## config.mk

```make
export PLATFORM = sky130hd
export DESIGN_NAME = fte_unit
export DESIGN_NICKNAME = d
export VERILOG_FILES = /design/src/fte_pkg.sv /design/src/fte_unit.sv
export SDC_FILE = /design/constraint.sdc
export NUM_CORES = 1
export LEC_CHECK = 0
export ABC_CLOCK_PERIOD_IN_PS = 3400
export CORE_UTILIZATION = 35
export CTS_CLUSTER_DIAMETER = 50
export DETAILED_ROUTE_END_ITERATION = 10
export DONT_BUFFER_PORTS = 1
export PLACE_DENSITY_LB_ADDON = 0.1
export REMOVE_ABC_BUFFERS = 1
export SETUP_SLACK_MARGIN = 0.15
export SLEW_MARGIN = 20
export SYNTH_ARGS = -nofsm -noshare
export SYNTH_HDL_FRONTEND = slang
export SYNTH_SLANG_ARGS = --single-unit
```

## constraint.sdc

```tcl
create_clock -name pclk -period 3.4 [get_ports pclk]
set_clock_uncertainty 0.1 [all_clocks]
set_input_delay 0.51 -clock pclk [delete_from_list [all_inputs] [get_ports pclk]]
set_output_delay 0.51 -clock pclk [all_outputs]
set_load 0.005 [all_outputs]
```

## src/fte_pkg.sv

```systemverilog
// Package for the fault and trap exception unit: constants, types, register map
// Summary of operation
// - Bus fault aborts cycle; data immediate, fetch deferred
// - Copy status, set supervisor, clear trace bits
// - Bus fault uses vector 2, pushes frame
// - Bus fault stacks executing instruction address
// - Short frame at boundary, long mid-instruction
// - Bus fault in fault processing halts device; not checked during the prefetch fill
// - Odd fetch address raises address fault, no cycle
// - Address fault uses vector 3, either frame
// - Address fault in fault processing halts device; not checked during the prefetch fill
// - Unconditional trap uses vector 32 plus operand
// - Conditional traps and zero divide trap on error
// - Trace of trapping instruction deferred past return
// - Traps stack next address, plus trapping address
// - Illegal word or bad register move: vector 4; only the bad register move is decoded
// - Breakpoint cycle ended by fault: illegal exception
// - Opcode line 1010 gives vector 10
// - Line 1111 id 000 undefined: vector 11 or privilege
// - Line 1111 nonzero id probes coprocessor; fault gives 11
// - Illegal not executed; stacks offending address
// - Privileged in user mode or coprocessor check: violation
// - Privilege violation vector 8, stacks first word address
// - Vector address is base plus vector times four
package fte_pkg;

	// Register byte offsets
	localparam logic [11:0] FTE_CTRL_OFF   = 12'h000;
	localparam logic [11:0] FTE_STAT_OFF   = 12'h004;
	localparam logic [11:0] FTE_VBASE_OFF  = 12'h008;
	localparam logic [11:0] FTE_VADDR_OFF  = 12'h00C;
	localparam logic [11:0] FTE_SPC_OFF    = 12'h010;
	localparam logic [11:0] FTE_FADDR_OFF  = 12'h014;
	localparam logic [11:0] FTE_SWORD_OFF  = 12'h018;

	// Status word field positions
	localparam int FTE_SW_T1 = 15;
	localparam int FTE_SW_T0 = 14;
	localparam int FTE_SW_S  = 13;
	localparam logic [15:0] FTE_SW_RESET = 16'h2700;

	// Control register bits
	localparam int FTE_CTRL_RELOAD = 0;

	// Vector numbers
	localparam logic [7:0] FTE_VEC_BUS   = 8'h02;
	localparam logic [7:0] FTE_VEC_ADDR  = 8'h03;
	localparam logic [7:0] FTE_VEC_ILL   = 8'h04;
	localparam logic [7:0] FTE_VEC_ZDIV  = 8'h05;
	localparam logic [7:0] FTE_VEC_CHK   = 8'h06;
	localparam logic [7:0] FTE_VEC_TRAPC = 8'h07;
	localparam logic [7:0] FTE_VEC_PRIV  = 8'h08;
	localparam logic [7:0] FTE_VEC_ALINE = 8'h0A;
	localparam logic [7:0] FTE_VEC_FLINE = 8'h0B;
	localparam logic [7:0] FTE_VEC_TRAP0 = 8'h20;

	// Opcode line fields
	localparam logic [3:0] FTE_LINE_A = 4'hA;
	localparam logic [3:0] FTE_LINE_F = 4'hF;
	localparam logic [2:0] FTE_CP_MMU = 3'h0;

	// Frame format codes
	localparam logic [3:0] FTE_FMT_NORMAL = 4'h0;
	localparam logic [3:0] FTE_FMT_TRAP   = 4'h2;
	localparam logic [3:0] FTE_FMT_SHORT  = 4'hA;
	localparam logic [3:0] FTE_FMT_LONG   = 4'hB;

	// Prefetch words before resume
	localparam logic [1:0] FTE_PREFETCH_WORDS = 2'h3;

	// Instruction event classes
	typedef enum logic [2:0] {
		FTE_TRAP_NONE, FTE_TRAP_UNCOND, FTE_TRAP_COND, FTE_TRAP_CHK,
		FTE_TRAP_DIV, FTE_TRAP_PRIV
	} fte_trap_t;

	// Decoded instruction as seen at issue
	typedef struct packed {
		logic        valid;
		logic [15:0] word;
		logic        ext_undef;
		logic        bad_ctrl_reg;
		logic        privileged;
		fte_trap_t   trap;
		logic        cond_true;
		logic [31:0] addr;
		logic [31:0] next_addr;
	} fte_insn_t;

	// Bus cycle outcome
	typedef struct packed {
		logic        done;
		logic        fault;
		logic        is_fetch;
		logic        is_breakpoint_instruction;
		logic        is_cp;
		logic        cp_priv;
		logic        mid_insn;
	} fte_bus_t;

	// Exception frame handed to the stacking logic
	typedef struct packed {
		logic [3:0]  fmt;
		logic [7:0]  vector;
		logic [31:0] pc;
		logic [31:0] fault_addr;
		logic [15:0] sword;
	} fte_frame_t;

endpackage : fte_pkg

```

## src/fte_unit.sv

```systemverilog
// Fault and trap exception unit with APB register access
//
// Decided for this implementation: the register addresses and register access over APB.
module fte_unit (
	// Clock and reset
	input  wire logic              pclk,
	input  wire logic              presetn,
	// APB slave
	input  wire logic              psel,
	input  wire logic              penable,
	input  wire logic              pwrite,
	input  wire logic [11:0]       paddr,
	input  wire logic [31:0]       pwdata,
	output logic                   pready,
	output logic [31:0]            prdata,
	output logic                   pslverr,
	// Instruction side
	input  wire fte_pkg::fte_insn_t insn,
	input  wire logic [31:0]       fetch_addr,
	input  wire logic              fetch_req,
	input  wire logic [31:0]       exec_addr,
	// Bus side
	input  wire fte_pkg::fte_bus_t bus,
	input  wire logic              bus_fault_input,
	input  wire logic              prefetch_used,
	input  wire logic              handler_return,
	// Stacking and fetch engine
	input  wire logic              stack_done,
	input  wire logic              vec_fetch_done,
	input  wire logic              prefetch_word_done,
	output logic                   fetch_go_q,
	output logic                   cp_cycle_q,
	output logic [2:0]             cp_id_q,
	output logic                   stack_go_q,
	output fte_pkg::fte_frame_t    frame_q,
	output logic                   vec_read_q,
	output logic [31:0]            vec_addr_q,
	output logic                   resume_q,
	output logic                   trace_pending_q,
	output logic                   halted_q,
	output logic [15:0]            status_word_q
);
	import fte_pkg::*;

	typedef enum logic [2:0] {
		FTE_IDLE, FTE_STACK, FTE_VEC, FTE_FILL, FTE_HALT
	} fte_state_t;

	fte_state_t  state_q;
	logic [31:0] vbase_q;
	logic [31:0] instr_addr_q;
	logic        pf_fault_q;
	logic [1:0]  fill_cnt_q;
	logic        reload_q;
	logic        trace_defer_q;
	logic        exc_active;

	// Vector offset: vector number times four
	function automatic logic [31:0] vec_off(input logic [7:0] v);
		vec_off = {22'h0, v, 2'h0};
	endfunction : vec_off

	// Entry status: supervisor set, both trace bits clear
	function automatic logic [15:0] entry_sw(input logic [15:0] sw);
		logic [15:0] r;
		r = sw;
		r[FTE_SW_S]  = 1'b1;
		r[FTE_SW_T1] = 1'b0;
		r[FTE_SW_T0] = 1'b0;
		entry_sw = r;
	endfunction : entry_sw

	// Decode
	wire [3:0] line   = insn.word[15:12];
	wire [2:0] cp_id  = insn.word[11:9];
	wire       user   = !status_word_q[FTE_SW_S];
	wire       tracing = status_word_q[FTE_SW_T1] | status_word_q[FTE_SW_T0];
	wire       is_aline = insn.valid && line == FTE_LINE_A;
	wire       is_fmmu  = insn.valid && line == FTE_LINE_F && cp_id == FTE_CP_MMU
		&& insn.ext_undef;
	wire       is_fcp   = insn.valid && line == FTE_LINE_F && cp_id != FTE_CP_MMU;
	wire       is_ill   = insn.valid && insn.bad_ctrl_reg;
	wire       is_priv  = insn.valid && user && insn.privileged;
	wire       trap_hit = insn.valid && (insn.trap == FTE_TRAP_UNCOND
		|| (insn.trap != FTE_TRAP_NONE && insn.trap != FTE_TRAP_PRIV
		&& insn.cond_true));
	wire       odd_fetch = fetch_req && fetch_addr[0];
	wire       data_fault = bus.done && bus.fault && !bus.is_fetch
		&& !bus.is_breakpoint_instruction && !bus.is_cp;
	wire       pf_take  = pf_fault_q && prefetch_used;
	wire       breakpoint_instruction_flt = bus.done && bus.fault && bus.is_breakpoint_instruction;
	wire       cp_flt   = bus.done && bus.fault && bus.is_cp;
	wire       cp_priv  = bus.done && !bus.fault && bus.is_cp && bus.cp_priv && user;
	wire       fault_any = data_fault || pf_take || odd_fetch;
	// Fault while already stacking a fault or reloading: double fault
	wire       dbl_fault = (exc_active || reload_q) && (bus_fault_input || odd_fetch);
	assign exc_active = state_q != FTE_IDLE && state_q != FTE_HALT
		&& (frame_q.vector == FTE_VEC_BUS || frame_q.vector == FTE_VEC_ADDR);

	wire [7:0] trap_vec =
		insn.trap == FTE_TRAP_UNCOND ? FTE_VEC_TRAP0 + {4'h0, insn.word[3:0]} :
		insn.trap == FTE_TRAP_DIV    ? FTE_VEC_ZDIV :
		insn.trap == FTE_TRAP_CHK    ? FTE_VEC_CHK : FTE_VEC_TRAPC;

	// Priority: faults, then instruction exceptions
	fte_frame_t new_frame;
	logic       take;
	always_comb begin
		take = 1'b1;
		new_frame.sword = status_word_q;
		new_frame.fault_addr = 32'h0;
		new_frame.fmt = FTE_FMT_NORMAL;
		new_frame.pc = insn.addr;
		new_frame.vector = FTE_VEC_ILL;
		if (odd_fetch || data_fault || pf_take) begin
			new_frame.vector = odd_fetch ? FTE_VEC_ADDR : FTE_VEC_BUS;
			new_frame.pc = exec_addr;
			new_frame.fault_addr = odd_fetch ? fetch_addr : 32'h0;
			new_frame.fmt = bus.mid_insn ? FTE_FMT_LONG : FTE_FMT_SHORT;
		end else if (breakpoint_instruction_flt) begin
			new_frame.vector = FTE_VEC_ILL;
			new_frame.pc = exec_addr;
		end else if (cp_flt) begin
			new_frame.vector = FTE_VEC_FLINE;
			new_frame.pc = exec_addr;
		end else if (cp_priv) begin
			new_frame.vector = FTE_VEC_PRIV;
			new_frame.pc = exec_addr;
		end else if (is_priv || (is_fmmu && user)) begin
			new_frame.vector = FTE_VEC_PRIV;
		end else if (is_ill) begin
			new_frame.vector = FTE_VEC_ILL;
		end else if (is_aline) begin
			new_frame.vector = FTE_VEC_ALINE;
		end else if (is_fmmu) begin
			new_frame.vector = FTE_VEC_FLINE;
		end else if (trap_hit) begin
			new_frame.vector = trap_vec;
			new_frame.pc = insn.next_addr;
			new_frame.fault_addr = insn.addr;
			new_frame.fmt = insn.trap == FTE_TRAP_UNCOND ? FTE_FMT_NORMAL : FTE_FMT_TRAP;
		end else begin
			take = 1'b0;
		end
	end

	// APB decode
	wire        apb_acc = psel && penable;
	wire        apb_wr  = apb_acc && pwrite;
	wire        hit_ok  = paddr <= FTE_SWORD_OFF && paddr[1:0] == 2'h0;
	wire        sw_wr   = apb_wr && pready && paddr == FTE_SWORD_OFF;
	wire [31:0] rd_mux =
		paddr == FTE_CTRL_OFF  ? {31'h0, reload_q} :
		paddr == FTE_STAT_OFF  ? {28'h0, halted_q, trace_pending_q, stack_go_q,
			state_q != FTE_IDLE} :
		paddr == FTE_VBASE_OFF ? vbase_q :
		paddr == FTE_VADDR_OFF ? vec_addr_q :
		paddr == FTE_SPC_OFF   ? frame_q.pc :
		paddr == FTE_FADDR_OFF ? frame_q.fault_addr :
		paddr == FTE_SWORD_OFF ? {16'h0, status_word_q} : 32'h0;

	always_ff @(posedge pclk or negedge presetn) begin
		if (!presetn) begin
			pready  <= 1'b0;
			prdata  <= 32'h0;
			pslverr <= 1'b0;
		end else begin
			pready  <= psel && !penable;
			prdata  <= (psel && !penable && !pwrite) ? rd_mux : 32'h0;
			pslverr <= psel && !penable && !hit_ok;
		end
	end

	// Software registers
	always_ff @(posedge pclk or negedge presetn) begin
		if (!presetn) begin
			vbase_q  <= 32'h0;
			reload_q <= 1'b0;
		end else if (apb_wr && pready && hit_ok) begin
			if (paddr == FTE_VBASE_OFF)
				vbase_q <= pwdata;
			if (paddr == FTE_CTRL_OFF)
				reload_q <= pwdata[FTE_CTRL_RELOAD];
		end
	end

	// Deferred prefetch fault, held until the word is consumed
	always_ff @(posedge pclk or negedge presetn) begin
		if (!presetn)
			pf_fault_q <= 1'b0;
		else if (bus.done && bus.fault && bus.is_fetch && !bus.is_breakpoint_instruction)
			pf_fault_q <= 1'b1;
		else if (pf_take)
			pf_fault_q <= 1'b0;
	end

	// Trace of a trapping instruction waits for the handler return
	always_ff @(posedge pclk or negedge presetn) begin
		if (!presetn) begin
			trace_defer_q   <= 1'b0;
			trace_pending_q <= 1'b0;
		end else begin
			trace_pending_q <= 1'b0;
			if (state_q == FTE_IDLE && take && trap_hit && !fault_any && tracing)
				trace_defer_q <= 1'b1;
			else if (trace_defer_q && handler_return) begin
				trace_defer_q   <= 1'b0;
				trace_pending_q <= 1'b1;
			end
		end
	end

	// Coprocessor probe for nonzero coprocessor id
	always_ff @(posedge pclk or negedge presetn) begin
		if (!presetn) begin
			cp_cycle_q <= 1'b0;
			cp_id_q    <= 3'h0;
		end else begin
			cp_cycle_q <= state_q == FTE_IDLE && is_fcp && !take;
			if (is_fcp)
				cp_id_q <= cp_id;
		end
	end

	// Suppress the fetch bus cycle for an odd address
	always_ff @(posedge pclk or negedge presetn) begin
		if (!presetn)
			fetch_go_q <= 1'b0;
		else
			fetch_go_q <= fetch_req && !fetch_addr[0] && state_q == FTE_IDLE;
	end

	// Exception sequencer
	always_ff @(posedge pclk or negedge presetn) begin
		if (!presetn) begin
			state_q       <= FTE_IDLE;
			status_word_q <= FTE_SW_RESET;
			frame_q       <= '0;
			stack_go_q    <= 1'b0;
			vec_read_q    <= 1'b0;
			vec_addr_q    <= 32'h0;
			resume_q      <= 1'b0;
			halted_q      <= 1'b0;
			fill_cnt_q    <= 2'h0;
			instr_addr_q  <= 32'h0;
		end else begin
			resume_q <= 1'b0;
			case (state_q)
			FTE_IDLE: begin
				if (reload_q && bus_fault_input) begin
					state_q  <= FTE_HALT;
					halted_q <= 1'b1;
				end else if (take) begin
					frame_q       <= new_frame;
					status_word_q <= entry_sw(status_word_q);
					instr_addr_q  <= insn.addr;
					stack_go_q    <= 1'b1;
					state_q       <= FTE_STACK;
				end else if (sw_wr) begin
					// Software load of the status word, idle only
					status_word_q <= pwdata[15:0];
				end
			end
			FTE_STACK: begin
				if (dbl_fault) begin
					state_q    <= FTE_HALT;
					stack_go_q <= 1'b0;
					halted_q   <= 1'b1;
				end else if (stack_done) begin
					stack_go_q <= 1'b0;
					vec_addr_q <= vbase_q + vec_off(frame_q.vector);
					vec_read_q <= 1'b1;
					state_q    <= FTE_VEC;
				end
			end
			FTE_VEC: begin
				if (dbl_fault) begin
					state_q    <= FTE_HALT;
					vec_read_q <= 1'b0;
					halted_q   <= 1'b1;
				end else if (vec_fetch_done) begin
					vec_read_q <= 1'b0;
					fill_cnt_q <= 2'h0;
					state_q    <= FTE_FILL;
				end
			end
			FTE_FILL: begin
				if (prefetch_word_done) begin
					if (fill_cnt_q == FTE_PREFETCH_WORDS - 2'h1) begin
						resume_q <= 1'b1;
						state_q  <= FTE_IDLE;
					end
					fill_cnt_q <= fill_cnt_q + 2'h1;
				end
			end
			FTE_HALT: begin
				halted_q <= 1'b1;
			end
			default: state_q <= FTE_IDLE;
			endcase
		end
	end

	// Assertions
	a_entry_status: assert property (@(posedge pclk) disable iff (!presetn)
		state_q == FTE_IDLE && take && !(reload_q && bus_fault_input) |=>
		status_word_q[FTE_SW_S] && !status_word_q[FTE_SW_T1] && !status_word_q[FTE_SW_T0])
		else $error("entry status not supervisor with trace clear");
	a_bus_vector: assert property (@(posedge pclk) disable iff (!presetn)
		state_q == FTE_IDLE && data_fault && !odd_fetch && !reload_q |=>
		frame_q.vector == FTE_VEC_BUS && frame_q.pc == $past(exec_addr))
		else $error("bus fault vector or pc wrong");
	a_addr_vector: assert property (@(posedge pclk) disable iff (!presetn)
		state_q == FTE_IDLE && odd_fetch && !reload_q |=>
		frame_q.vector == FTE_VEC_ADDR && !fetch_go_q)
		else $error("address fault vector wrong or fetch issued");
	a_frame_format: assert property (@(posedge pclk) disable iff (!presetn)
		state_q == FTE_IDLE && data_fault && !odd_fetch && !reload_q |=>
		frame_q.fmt == ($past(bus.mid_insn) ? FTE_FMT_LONG : FTE_FMT_SHORT))
		else $error("fault frame format wrong");
	a_double_halt: assert property (@(posedge pclk) disable iff (!presetn)
		dbl_fault && state_q == FTE_STACK |=> halted_q && !stack_go_q ##1 halted_q)
		else $error("double fault did not halt");
	a_trap_vector: assert property (@(posedge pclk) disable iff (!presetn)
		state_q == FTE_IDLE && take && new_frame.vector == trap_vec && trap_hit
		&& insn.trap == FTE_TRAP_UNCOND && !fault_any |=>
		frame_q.vector == FTE_VEC_TRAP0 + {4'h0, $past(insn.word[3:0])})
		else $error("trap vector not base plus operand");
	a_aline_vector: assert property (@(posedge pclk) disable iff (!presetn)
		state_q == FTE_IDLE && is_aline && !fault_any && !breakpoint_instruction_flt && !cp_flt && !cp_priv
		&& !is_priv && !is_ill && !reload_q |=> frame_q.vector == FTE_VEC_ALINE)
		else $error("line A vector wrong");
	a_vec_address: assert property (@(posedge pclk) disable iff (!presetn)
		state_q == FTE_STACK && stack_done && !dbl_fault |=>
		vec_read_q && vec_addr_q == vbase_q + {22'h0, frame_q.vector, 2'h0})
		else $error("vector address wrong");
	a_fill_resume: assert property (@(posedge pclk) disable iff (!presetn)
		resume_q |-> $past(state_q) == FTE_FILL)
		else $error("resume without prefetch fill");

	c_bus_fault: cover property (@(posedge pclk) disable iff (!presetn)
		state_q == FTE_IDLE && data_fault ##[1:40] resume_q);
	c_trap: cover property (@(posedge pclk) disable iff (!presetn)
		state_q == FTE_IDLE && trap_hit && take);
	c_double: cover property (@(posedge pclk) disable iff (!presetn) halted_q);
	c_trace: cover property (@(posedge pclk) disable iff (!presetn) trace_pending_q);

endmodule : fte_unit

```

# == Word level (Yosys, flattened, before mapping) ==
# Cells that the tools add are included.
# word_totals
output_inout_bits,184
in_bits,215
reg_bits,224
word_cells,245
# op_classes
n_reduce_logical,94
bitwise,5
n_eq_ne,33
n_lt_le_gt_ge,1
n_mux,84
add_sub_neg,3
# op_table
op,count
$mux W32,11
$mux W64,4
$mux W40,3
$mux W76,1
$mux W74,1
$logic_and A1 B1 Y1,48
$mux W16,3
$eq A12 B5 Y1 const B,3
$add A32 B10 Y32,1
$mux W8,4
$mux W1,31
$eq A12 B4 Y1 const B,2
$mux W3,8
$mux W2,10
$eq A8 B2 Y1 const B,2
$ne A2 B2 Y1 const B,8
$reduce_and A4 Y1,4
$pmux W3 S5,1
$eq A12 B3 Y1 const B,1
$le A12 B5 Y1 const B,1
$logic_not A12 Y1,1
$ne A3 B3 Y1 const B,4
$reduce_and A3 Y1,4
$reduce_bool A2 Y1,6
24 further kinds,58

# == Logic depth before layout (Yosys ltp) ==
# depth
word_depth,19
mapped_depth,10
ltp_nobuf,9

# == Least setup slack after synthesis ==
# OpenSTA, ideal clock, no wires.
# synth_path
path_type,reg-to-reg
start,register frame_q[80] (netlist bit)
end,register vec_addr_q[28]
path_stages_with_launch,10
required_time_ns,3.217
n_path_buf,0
synth_period_minus_slack_ns,2.446
setup_slack_ns,0.954
setup_ns,0.083
arrival_ns,2.263
path_cell_list,dfrtp_1 -> ha_1 -> inv_1 -> fa_1 -> nand2b_1 -> a21o_1 -> a211oi_1 -> nand3_1 -> xor2_1 -> o21ai_0
# synth_between
elab_chain_len,7
word_cells_on_any_way,9
cone_classes,add/sub (1); eq/ne (2); bitwise (1); reduce/logical (5)
# synth_lines
element,line_no,source
start: declaration,fte_unit.sv:35,"output fte_pkg::fte_frame_t frame_q,"
start signal: assignment,fte_unit.sv:254,frame_q <= new_frame;
"parallel branches: the longest is 7 deep, another holds $add A32 B10 Y32",n/a,
end signal: assignment,fte_unit.sv:271,vec_addr_q <= vbase_q + vec_off(frame_q.vector);
end: declaration,fte_unit.sv:37,"output logic [31:0] vec_addr_q,"
# Several ways; the timed one is not identified.
# A chain may end at the register's enable or synchronous reset.

# == Worst setup path after layout ==
# layout_path
start,register status_word_q[13]
end,register frame_q[32] (netlist bit)
# layout_between
elab_chain_len,10
word_cells_on_any_way,17
cone_classes,mux (10); reduce/logical (7)
# layout_lines
element,line_no,source
start: declaration,fte_unit.sv:41,output logic [15:0] status_word_q
start signal: assignment,fte_unit.sv:255,status_word_q <= entry_sw(status_word_q);
start signal: assignment,fte_unit.sv:261,status_word_q <= pwdata[15:0];
$logic_not A1 Y1 *,fte_unit.sv:76,wire user = !status_word_q[FTE_SW_S];
$logic_and A1 B1 Y1 (2 in series),fte_unit.sv:83,wire is_priv = insn.valid && user && insn.privileged;
$logic_or A1 B1 Y1,fte_unit.sv:129,end else if (is_priv || (is_fmmu && user)) begin
$mux W1,fte_unit.sv:129,
$mux W1,fte_unit.sv:126,end else if (cp_priv) begin
$mux W1,fte_unit.sv:123,end else if (cp_flt) begin
$mux W1,fte_unit.sv:120,end else if (breakpoint_instruction_flt) begin
$mux W1,fte_unit.sv:115,if (odd_fetch || data_fault || pf_take) begin
$reduce_and A3 Y1 (no line),n/a,
# Every way passes the cells marked *; elsewhere a longest branch is shown, timed or not.

==> flow_summary.ini <==
[run_status]
outcome = finished, violations left
failed_checks = hold timing

[floorplanning]
initial_core_util_pct = 35.7
die_height_um = 179
fp-row-count = 64
ios = 399
die_area_um2 = 32000
design.core.area_um2 = 30700
fp.dieW_um = 179

[timing]
fin_crit_ns = 2.92
setup-violations-final = 0
timing.slew.headroom_pct = 52.9
least_margin_pin_slew_ns = 0.706
setup_tns_ns = 0
fmax_ghz = 0.343
final-max-slew-violation-count = 0
finalHoldViolations = 218
rsz_0062_raised_after_global_routing = false
worst_hold_slack_ns = -0.447
finalCritPeriodShare_pct = 85.8

[grt]
grt_pass1_wl_um = 56800
total_congestion_overflow = 0
pin_count_of_the_biggest_net_entering_global_routing = 221
antenna_found_initial = 1
grt_util_all_layers_pct = 23.9
number_of_global_route_vias_before_repair = 8634

[route]
wirelength_um = 39400
drt_drc_violations_left = 0
drt-pass1-iter-count = 5
route.detailed.vias_per_inst = 5.78
drt_iter0_drc = 606
routed_wire_length_per_instance_um = 25.7
postRouteAntennaNets = 0
vias = 8890

[critical_path]
worstReg2RegStart = status_word_q[13]
slowest_delay_ns = 0.60
setup.reg_to_reg.worst_slack_ns = 0.48
critical_path.cell_chain = nand3b_1, a21boi_1, nand2b_2, buf_4, nor3_4, buf_4, a221oi_1, dlygate4sd3_1, nor2_1
timing.critical_path.to_type = flip-flop
r2r_cells = 9
family_with_the_most_delay_on_the_worst_path = buffers and inverters
worst-endpoint-arrival_ns = 3.27
crit_path_frequent_cell = buf_4
timing.critical_path.slowest_stage_cell = dlygate4sd3_1
worst_ep_required_time_ns = 3.75
worst-setup-path-type = reg -> reg
critical_path.max_fanout = 18
critPathLaunchType = flip-flop
crit_buf_inv = 3
rr_endpoint = frame_q[32]

[finish]
finalNonFillerCells = 1537
n_fill_cell = 3002
finalCoreUtilization_pct = 41.8
n_diodes = 0
finalNetCount = 1342
area_growth_pct = 17.1
final_area_um2 = 12800
multi_input_area_um2 = 4940
sequential_cell_area_um2 = 5510
post_route_cells_drive_above_1_share_pct = 14.2

[pwr]
switching_share_pct = 34.1
switching_power_mw = 3.15
power.sequential.fraction_pct = 43.2
comb_power_share_pct = 20.1
irDropWorstVdd_v = 0.000449
p_int_mw = 6.08
total_leakage_power_nw = 5.57
power.clock.fraction_pct = 36.7
powerDensity_nw_per_um2 = 720

[clock_tree]
postCtsSetupBuffers = 0
cts_tree = yes
clk-insertion-delay-late_ns = 0.55
cts_max_path_buffers = 3
cts-root-buf = clkbuf_16
deepest_level_of_the_cts_h_tree = 1
clk_transition_reported_paths_ns = 0.06
ctsResizeCount = 0
cts-hold-fix-buffers = 44
cts_num_sinks = 220
cts_inserted_buffers = 31

[placement]
placed_cell_area_um2 = 11300
gp_congestion = 0.802
post-dp-hpwl_um = 27300
port_buffers = 0
dp_cells = 1439

[logic_synthesis]
ys_seq_elements = 220
yosys.area.top_type = dfrtp_1
synth_cell_type_count = 73
synthTopCellsByArea = dfrtp_1, nand2_1, mux2_2
async_reset_ff_share_pct = 100
synth_top_area_share_pct = 49.4
syn_avg_cell_area_um2 = 9.88
synth_edf_count = 0
synth_top_flop_cell = dfrtp_1
synthesis.instances = 1107
yosys_warnings = 0
synth-seq-area-share_pct = 50.4
syn-cell-area_um2 = 10900

[worst_hold_path]
hold_path_class = in -> async

[job]
max-cap-violations = 0
[synthesized netlist by cell type (3+ instances only)]
library cell and count:
dfrtp_1 216, nand2_1 141, nor2_1 119, a21oi_1 49, a22oi_1 48, o21ai_0 48, and3_1 47, mux2_2 42
buf_2 37, a211oi_1 35, clkbuf_1 34, o31ai_1 32, a221oi_1 31, nand3_1 22, buf_4 21, xnor2_1 16
a222oi_1 15, inv_1 15, xor2_1 12, nor3_1 8, mux2_4 7, nand2b_1 7, a31oi_1 6, and2_1 6
ha_1 6, nor2b_1 6, nor4_1 5, o21ai_1 5, buf_1 4, dfstp_2 4, nor3b_1 4, a21o_1 3
nand4_1 3, nor4b_1 3, o21a_1 3, or3_1 3
[metal layers]
| layer | GRT usage (%) | part of all wire, % | routed length [um] | vias up |
|---|---|---|---|---|
| met2 | 39.0 | 48 | 18900 | 373 |
| met3 | 5.07 | 7.7 | 3030 | 54 |
| li1 | - | - | - | 4055 |
| met4 | 5.79 | 2.2 | 877 | 0 |
| met5 | 0 | 0 | 0 | - |
| met1 | 32.1 | 42 | 16700 | 4408 |
[kinds of logic (layout without fill, tap and decap cells)]
logic type                 count (synthesis)  in the layout  synth area share (%)
DFF                                      220            220                  50.4
adders and majority gates                  7              7                 0.869
buffers and inverters                    112            143                  5.05
xor gates and xnor gates                  28             28                  2.24
other                                      1              4                0.0343
muxes                                     51             51                  5.47
AOI/OAI and AO/OA                        299            299                  19.4
and+or+nand+nor                          389            389                  16.5
[state kept, by name, summed over array words and instances, names as in the netlist, 2 cells and up]
signal	cells
frame_q	88
state_q	3
prdata	32
status_word_q	16
cp_id_q	3
fill_cnt_q	2
vbase_q	32
vec_addr_q	32
[area by class of cell]
cell class / count / area share (%)
clock inverter: 16 / 1.83
multi-input combinational: 778 / 38.6
clock buffer: 38 / 6.65
timing repair buffer: 74 / 5.59
inverter: 15 / 0.440
tap: 396 / 3.87
sequential: 220 / 43.0
[worst reg2reg max path, cell delays in order (launching register included)]
cell and delay [ns]:
dfstp_2 0.42, nand3b_1 0.18, a21boi_1 0.31, nand2b_2 0.26, buf_4 0.32, nor3_4 0.09
buf_4 0.23, a221oi_1 0.28, dlygate4sd3_1 0.60, nor2_1 0.04
[cells in the final DEF (no fill, tap or decap), types with 5 or more instances in the layout]
master / count
mux2_2: 42
nand2b_1: 6
ha_1: 6
mux2_4: 7
nor2_1: 118
xor2_1: 12
nand2_1: 139
clkbuf_8: 5
o21ai_0: 48
o21ai_1: 5
inv_1: 15
and2_1: 5
clkbuf_16: 31
dfrtp_1: 216
a31oi_1: 5
buf_4: 26
o31ai_1: 32
a22oi_1: 48
dlygate4sd3_1: 44
nor3_1: 7
a222oi_1: 15
xnor2_1: 16
a221oi_1: 31
a21oi_1: 49
and3_1: 44
a211oi_1: 35
nand3_1: 22
bufinv_16: 5
clkinv_4: 5
nor2b_1: 6
nor4_1: 5
[power groups by stage]
stage	sequential, mW	clock, mW	combinational, mW
finish	3.99	3.38	1.86
global route	4.07	3.58	2.11
CTS	4.01	3.46	1.88
detailed placement	4.05	0	1.82
global placement	4.05	0	1.79
floorplan	3.70	0	1.30
[through the flow]
step	setup slack (ns)	power, mW
final	0.482	9.22
after global routing	0.329	9.76
after CTS	0.523	9.35
after detailed placement	0.514	5.87
after global placement	0.550	5.84
after floorplan	-1.47	5.00
[worst max-delay path by stage]
stage                       from           endpoint  slack [ns]  cells after the start
2_1_floorplan      fetch_addr[0]        frame_q[48]       -1.47                      5
3_3_place_gp            insn[86]  status_word_q[12]        0.55                      6
3_5_place_dp            insn[86]  status_word_q[12]        0.51                      6
4_1_cts        status_word_q[13]        frame_q[32]        0.52                      9
5_1_grt        status_word_q[13]   status_word_q[7]        0.33                      6
6_report       status_word_q[13]        frame_q[32]        0.48                      9
(Power assumes the default switching activity.)
